==> src/shift_pkg.sv <==
package shift_pkg;

    localparam int CHANNEL_COUNT = 4;
    localparam int STAGE_COUNT = 80;
    localparam int FIFO_DEPTH = 8;
    localparam int SYNC_STAGES = 3;

    typedef struct packed {
        logic shift_clock;
        logic [CHANNEL_COUNT-1:0] recirc_select;
        logic [CHANNEL_COUNT-1:0] data_in;
    } pin_sample_type;

    typedef struct packed {
        logic [CHANNEL_COUNT-1:0] recirc_select;
        logic [CHANNEL_COUNT-1:0] data_in;
    } shift_word_type;

    localparam int PIN_WIDTH = $bits(pin_sample_type);
    localparam int WORD_WIDTH = $bits(shift_word_type);
    localparam pin_sample_type PIN_RESET = '0;
    localparam logic [STAGE_COUNT-1:0] STAGE_RESET = '0;

endpackage : shift_pkg

==> src/quad_shift_register.sv <==
`timescale 1ns/1ns

module shift_fifo #(
    parameter int WIDTH = 8,
    parameter int DEPTH = 8
) (
    // Clock and reset
    input wire logic sys_clk,
    input wire logic sys_rst,
    // Filling side
    input wire logic in_valid,
    input wire logic [WIDTH-1:0] in_data,
    output logic in_ready,
    // Draining side
    output logic out_valid,
    output logic [WIDTH-1:0] out_data,
    input wire logic out_ready
);
    localparam int PTR_WIDTH = (DEPTH > 1) ? $clog2(DEPTH) : 1;
    localparam int COUNT_WIDTH = $clog2(DEPTH + 1);
    localparam logic [COUNT_WIDTH-1:0] COUNT_FULL = COUNT_WIDTH'(DEPTH);
    localparam logic [PTR_WIDTH-1:0] PTR_LAST = PTR_WIDTH'(DEPTH - 1);

    logic [WIDTH-1:0] mem [DEPTH];
    logic [PTR_WIDTH-1:0] wr_ptr;
    logic [PTR_WIDTH-1:0] rd_ptr;
    logic [COUNT_WIDTH-1:0] count;
    logic push;
    logic pop;

    assign in_ready = (count != COUNT_FULL);
    assign out_valid = (count != '0);
    assign out_data = mem[rd_ptr];
    assign push = in_valid && in_ready;
    assign pop = out_valid && out_ready;

    function automatic logic [PTR_WIDTH-1:0] ptr_step(input logic [PTR_WIDTH-1:0] ptr);
        ptr_step = (ptr == PTR_LAST) ? '0 : ptr + 1'b1;
    endfunction : ptr_step

    always_ff @(posedge sys_clk) begin
        if (push) begin
            mem[wr_ptr] <= in_data;
        end
    end

    always_ff @(posedge sys_clk) begin
        if (sys_rst) begin
            wr_ptr <= '0;
            rd_ptr <= '0;
        end else begin
            if (push) begin
                wr_ptr <= ptr_step(wr_ptr);
            end
            if (pop) begin
                rd_ptr <= ptr_step(rd_ptr);
            end
        end
    end

    always_ff @(posedge sys_clk) begin
        if (sys_rst) begin
            count <= '0;
        end else if (push && !pop) begin
            count <= count + 1'b1;
        end else if (pop && !push) begin
            count <= count - 1'b1;
        end
    end

    fifo_bound_a: assert property (@(posedge sys_clk) disable iff (sys_rst)
        count <= COUNT_FULL) else $error("fifo count above depth");

endmodule : shift_fifo

module quad_shift_register
    import shift_pkg::*;
#(
    parameter int CHANNELS = CHANNEL_COUNT,
    parameter int STAGES = STAGE_COUNT,
    parameter int DEPTH = FIFO_DEPTH
) (
    // System clock and reset
    input wire logic sys_clk,
    input wire logic sys_rst,
    // Pins from the driving logic
    input wire logic shift_clock,
    input wire logic [CHANNEL_COUNT-1:0] data_in,
    input wire logic [CHANNEL_COUNT-1:0] recirc_select,
    // Local drain stall
    input wire logic shift_hold,
    // Channel outputs and status
    output logic [CHANNEL_COUNT-1:0] data_out,
    output logic sample_ready,
    output logic sample_lost
);
    pin_sample_type sync1;
    pin_sample_type sync2;
    pin_sample_type sync3;
    logic clock_level;
    logic clock_fall;
    shift_word_type fall_word;
    logic fifo_in_ready;
    logic fifo_out_valid;
    logic [WORD_WIDTH-1:0] fifo_out_bits;
    shift_word_type pop_word;
    logic pop;
    logic [STAGE_COUNT-1:0] stage [CHANNEL_COUNT];

    // Three-stage pin synchroniser for clock, selects and data together
    always_ff @(posedge sys_clk) begin
        if (sys_rst) begin
            sync1 <= PIN_RESET;
            sync2 <= PIN_RESET;
            sync3 <= PIN_RESET;
        end else begin
            sync1 <= '{shift_clock, recirc_select, data_in};
            sync2 <= sync1;
            sync3 <= sync2;
        end
    end

    // Clock level counts only once the last two stages agree
    always_ff @(posedge sys_clk) begin
        if (sys_rst) begin
            clock_level <= PIN_RESET.shift_clock;
        end else if (sync2.shift_clock == sync3.shift_clock) begin
            clock_level <= sync3.shift_clock;
        end
    end

    assign clock_fall = clock_level && !sync3.shift_clock
        && (sync2.shift_clock == sync3.shift_clock);
    assign fall_word = '{sync3.recirc_select, sync3.data_in};

    shift_fifo #(
        .WIDTH(WORD_WIDTH),
        .DEPTH(DEPTH)
    ) sample_buffer (
        .sys_clk(sys_clk),
        .sys_rst(sys_rst),
        .in_valid(clock_fall),
        .in_data(fall_word),
        .in_ready(fifo_in_ready),
        .out_valid(fifo_out_valid),
        .out_data(fifo_out_bits),
        .out_ready(!shift_hold)
    );

    assign pop_word = shift_word_type'(fifo_out_bits);
    assign pop = fifo_out_valid && !shift_hold;

    always_ff @(posedge sys_clk) begin
        if (sys_rst) begin
            sample_ready <= 1'b0;
        end else begin
            sample_ready <= fifo_in_ready;
        end
    end

    // Sticky: an edge that finds the buffer full is dropped
    always_ff @(posedge sys_clk) begin
        if (sys_rst) begin
            sample_lost <= 1'b0;
        end else if (clock_fall && !fifo_in_ready) begin
            sample_lost <= 1'b1;
        end
    end

    function automatic logic first_stage_bit(input logic recirc, input logic din,
                                             input logic tail);
        first_stage_bit = recirc ? tail : din;
    endfunction : first_stage_bit

    generate
        for (genvar c = 0; c < CHANNEL_COUNT; c++) begin : g_channel
            // Contents change only when a buffered edge is popped
            always_ff @(posedge sys_clk) begin
                if (sys_rst) begin
                    stage[c] <= STAGE_RESET;
                end else if (pop) begin
                    stage[c] <= {stage[c][STAGE_COUNT-2:0], first_stage_bit(
                        pop_word.recirc_select[c], pop_word.data_in[c],
                        stage[c][STAGE_COUNT-1])};
                end
            end
            assign data_out[c] = stage[c][STAGE_COUNT-1];
        end
    endgenerate

    load_input_a: assert property (@(posedge sys_clk) disable iff (sys_rst)
        pop && !pop_word.recirc_select[0] |=> stage[0][0] == $past(pop_word.data_in[0]))
        else $error("first stage missed the data input");

    recirculate_a: assert property (@(posedge sys_clk) disable iff (sys_rst)
        pop && pop_word.recirc_select[1] |=> stage[1][0] == $past(data_out[1]))
        else $error("first stage missed the recirculated bit");

    stage_shift_a: assert property (@(posedge sys_clk) disable iff (sys_rst)
        pop |=> stage[2][STAGE_COUNT-1] == $past(stage[2][STAGE_COUNT-2]))
        else $error("channel did not advance one stage");

    static_hold_a: assert property (@(posedge sys_clk) disable iff (sys_rst)
        !pop |=> $stable(stage[3]) && $stable(data_out))
        else $error("contents changed without an edge");

    fall_detect_a: assert property (@(posedge sys_clk) disable iff (sys_rst)
        clock_fall |=> !clock_level ##1 !clock_fall)
        else $error("one falling edge seen twice");

    edge_to_shift_a: assert property (@(posedge sys_clk) disable iff (sys_rst)
        clock_fall && !fifo_out_valid && !shift_hold |=> pop)
        else $error("falling edge did not reach the channels");

    lost_flag_a: assert property (@(posedge sys_clk) disable iff (sys_rst)
        clock_fall && !fifo_in_ready |=> sample_lost ##1 sample_lost)
        else $error("dropped edge not flagged");

    channel_split_a: assert property (@(posedge sys_clk) disable iff (sys_rst)
        pop && pop_word.recirc_select[0] && !pop_word.recirc_select[2]
        |=> stage[0][0] == $past(data_out[0]) && stage[2][0] == $past(pop_word.data_in[2]))
        else $error("channels did not act independently");

endmodule : quad_shift_register

==> config.mk <==
export PLATFORM = sky130hd
export DESIGN_NAME = quad_shift_register
export DESIGN_NICKNAME = d
export VERILOG_FILES = /design/src/shift_pkg.sv /design/src/quad_shift_register.sv
export SDC_FILE = /design/constraint.sdc
export NUM_CORES = 1
export LEC_CHECK = 0
export BUFFER_PORTS_ARGS = -buffer_cell sky130_fd_sc_hd__buf_4
export CORE_MARGIN = 4
export CORE_UTILIZATION = 55
export CTS_BUF_LIST = sky130_fd_sc_hd__clkbuf_16
export CTS_CLUSTER_DIAMETER = 100
export DETAILED_ROUTE_END_ITERATION = 7
export GPL_TIMING_DRIVEN = 0
export PLACE_DENSITY = 0.77
export SLEW_MARGIN = 10
export SYNTH_ARGS = -nofsm -noshare
export SYNTH_HDL_FRONTEND = slang
export SYNTH_SLANG_ARGS = --single-unit
==> constraint.sdc <==
create_clock -name sys_clk -period 15.7 [get_ports sys_clk]
set_input_delay 1.57 -clock sys_clk [delete_from_list [all_inputs] [get_ports sys_clk]]
set_output_delay 1.57 -clock sys_clk [all_outputs]
set_load 0.005 [all_outputs]
==> impl_metrics.py <==
metrics = {
    "setup_path": {
        "crit_type": "in -> reg",
        "cp.required_ns": 15.88,
        "reg2reg_setup_slack_ns": 12.63,
        "path_max_fanout": 66,
        "r2r_start": "sample_buffer.count[0]",
        "cp-start-kind": "primary input",
        "arrival_ns": 4.09,
        "cp-end-kind": "flip-flop",
        "r2r_end": "stage[2][21]",
        "reg2reg_depth": 7,
    },
    "logic_synthesis": {
        "synth_top_family_by_area": "simple AND/OR/NAND/NOR gates",
        "synth_mux_area_share_pct": 3.134,
        "ys_seq_area_share_pct": 78.57,
        "synth_cell_types": 38,
        "avgSynthCellArea_um2": 17.07,
        "yosys_warnings": 0,
        "synthesis.nets": 944,
        "synth_cells": 924,
        "synth_compound_area_share_pct": 0.6188,
        "ys_ff_latch": 427,
        "synth_adder_area_share_pct": 0.6823,
        "synth_area_um2": 15770,
        "synthXorXnorAreaFrac_pct": 0.1111,
        "synthSimpleGateAreaFrac_pct": 15.23,
    },
    "pwr": {
        "ir_worst_vdd_uv": 89.96,
        "swShare_pct": 22.53,
        "combPwrFrac_pct": 10.4,
        "p_leak_nw": 6.611,
        "clkPwrFrac_pct": 33.3,
        "pwr-share-seq_pct": 56.3,
        "powerDensity_nw_per_um2": 151.7,
        "p_switching_mw": 0.6072,
        "p_int_mw": 2.088,
    },
    "timing": {
        "hold_viol": 0,
        "fin_crit_ns": 3.904,
        "whs_ns": 0.4272,
        "fin_crit_sh_pct": 24.87,
        "fin_setup_tns_ns": 0,
        "clock_skew_ns": 0.01181,
        "setup_viol": 0,
        "final-max-slew-violation-count": 0,
        "grt_setup_unrepaired": "no",
        "max_freq_mhz": 256.1,
        "maxSlewHeadroom_pct": 39.01,
        "tightest_slew_ns": 0.9114,
    },
    "floorplanning": {
        "start_util_pct": 56.30,
        "pin_count": 18,
        "core_area_um2": 28010,
        "fp.dieW_um": 177.3,
        "fp-row-count": 61,
        "die-area_um2": 31450,
        "die_height_um": 177.3,
    },
    "final_layout": {
        "drive_gt1_share_pct": 12.17,
        "layout_commonest_cell": "edfxtp_1",
        "syn_to_final_growth_pct": 12.68,
        "nets": 1009,
        "mostFrequentLayoutCells": "edfxtp_1 (384), and2_1 (316), dfxtp_1 (43), clkbuf_16 (43), nor2b_1 (29)",
        "instances_no_fill": 1397,
        "diodes": 0,
        "nFillCells": 1926,
    },
    "detailed_routing": {
        "drt_wl_total_um": 22480,
        "route.detailed.drc": 0,
        "vias": 7043,
        "wl_per_cell_um": 16.09,
        "drtIter0Drc": 409,
        "routed_via_density": 5.042,
        "ant_nets": 0,
        "firstDrtPassIters": 4,
    },
    "place": {
        "gp_congestion": 0.7310,
        "place_hpwl_um": 12840,
        "portBuffers": 16,
        "dp.cells": 1324,
    },
    "clocking": {
        "cts_setup_buffers": 0,
        "cts_tree": "built",
        "cts.sinks": 427,
        "h-tree-depth": 2,
        "worst_skew_pair.late_latency_ns": 0.52,
        "hold_buffers": 0,
        "clkTransAtPathRegs_ns": 0.06,
        "clock-root-buffer": "clkbuf_16",
        "clock_path_buffers": 3,
        "cts_resized": 0,
        "cts_buffers": 41,
    },
    "status": {
        "status": "finished clean",
    },
    "worst_hold_path": {
        "holdPathEnd": "sync2[0]",
        "min_from": "sync1[0]",
        "hold_class": "reg -> reg",
        "min_path_cells": 1,
    },
    "global_routing": {
        "grt_max_degree": 67,
        "grt_pass1_wl_um": 36940,
        "antenna_found_initial": 0,
        "grt_pass1_vias": 7059,
        "overflow": 0,
        "globalRouteTotalUtil_pct": 14.72,
    },
    "flow_run": {
        "maxCapViolCount": 0,
    },
}
[cell type report]
type                       count  area (µm²)  share of cell area, %
sequential                   427       12390                  69.73
multi-input combinational    444        3148                  17.71
clock buffer                  43        1076                  6.055
tap                          378       473.0                  2.661
timing repair buffer          22       265.3                  1.493
buffer                        50       249.0                  1.401
clock inverter                30       156.4                 0.8801
inverter                       3       11.26                0.06337
[routing by layer]
metal / vias up / global-route usage (%) / wire [µm]
li1: 3407 / - / -
met1: 3473 / 21.62 / 10590
met2: 122 / 22.91 / 10520
met3: 41 / 2.706 / 911
met4: 0 / 4.415 / 456
met5: - / 0 / 0
[Yosys cell counts]
| cell | count | area share [%] |
|---|---|---|
| nand2b_1 | 2 | 0.079 |
| buf_6 | 3 | 0.21 |
| mux2_2 | 1 | 0.071 |
| xor2_1 | 1 | 0.056 |
| a21oi_1 | 10 | 0.32 |
| inv_2 | 1 | 0.024 |
| nand3b_1 | 1 | 0.048 |
| nor3_1 | 7 | 0.22 |
| or2_2 | 1 | 0.040 |
| nor2_1 | 18 | 0.43 |
| o21ai_1 | 3 | 0.095 |
| a31oi_1 | 1 | 0.040 |
| nor2b_1 | 29 | 1.2 |
| o21ai_0 | 2 | 0.063 |
| nor4_1 | 1 | 0.040 |
| buf_4 | 4 | 0.19 |
| ha_1 | 7 | 0.56 |
| a21o_1 | 1 | 0.048 |
| fa_1 | 1 | 0.13 |
| nor3_2 | 1 | 0.063 |
| a2bb2oi_1 | 1 | 0.056 |
| clkbuf_1 | 26 | 0.62 |
| mux4_1 | 6 | 1.0 |
| nand3b_4 | 1 | 0.13 |
| xnor2_1 | 1 | 0.056 |
| nor4_4 | 1 | 0.13 |
| nor4b_2 | 1 | 0.095 |
| buf_2 | 5 | 0.16 |
| or3_1 | 2 | 0.079 |
| and2_1 | 316 | 13 |
| inv_1 | 2 | 0.048 |
| mux2i_1 | 10 | 0.63 |
| clkbuf_2 | 11 | 0.35 |
| edfxtp_1 | 384 | 73 |
| mux4_2 | 10 | 1.4 |
| clkbuf_4 | 1 | 0.048 |
| nand2_1 | 8 | 0.19 |
| dfxtp_1 | 43 | 5.5 |
[worst max-delay path by stage]
| stage | slack (ns) | depth (start not counted) | from | endpoint |
|---|---|---|---|---|
| after floorplan | 9.16 | 3 | sys_rst | stage[0][0] |
| after global placement | 7.56 | 3 | sys_rst | stage[3][37] |
| after detailed placement | 11.20 | 7 | sys_rst | stage[2][21] |
| after CTS | 11.75 | 7 | sys_rst | stage[2][21] |
| after global routing | 11.56 | 7 | sys_rst | stage[2][23] |
| final | 11.80 | 7 | sys_rst | stage[2][21] |
[power groups by stage]
stage | Sequential (mW) | Clock, mW | Combinational (mW)
floorplan | 1.54 | 0 | 0.200
global placement | 1.57 | 0 | 0.254
detailed placement | 1.54 | 0 | 0.284
CTS | 1.52 | 0.920 | 0.287
global route | 1.53 | 0.967 | 0.312
finish | 1.52 | 0.898 | 0.279
[worst max-delay path: stages]
cell and delay (ns):
clkbuf_1 0.28, clkbuf_1 0.39, or2_4 0.49, buf_16 0.31
buf_16 0.31, buf_16 0.32, buf_16 0.32
[metrics by stage]
step                cell area, µm²  utilization [%]  power [mW]  setup slack, ns
finish                       17770            63.44       2.695            11.80
global route                 17770            63.44       2.814            11.56
CTS                          17770            63.44       2.726            11.75
detailed placement           16540            59.04       1.821            11.20
global placement             16360            58.42       1.828            7.562
floorplan                    15770                -       1.743            9.161
[registers in the layout, indices dropped and copies added (netlist names), named ones only]
name / flops
sample_buffer.mem: 64
sync1: 9
fall_word: 8
clock_level: 1
sample_lost: 1
sync3: 1
sample_buffer.wr_ptr: 3
sample_buffer.count: 4
stage: 320
sample_ready: 1
sample_buffer.rd_ptr: 3
sync2: 9
[cells by family after synthesis]
| kind of cell | Yosys count |
|---|---|
| DFF | 427 |
| and+or+nand+nor | 389 |
| buffers and inverters | 53 |
| muxes | 27 |
| AOI/OAI and AO/OA | 18 |
| adders and majority gates | 8 |
| xor gates and xnor gates | 2 |
Note: power is estimated with default switching activity, not from simulation.
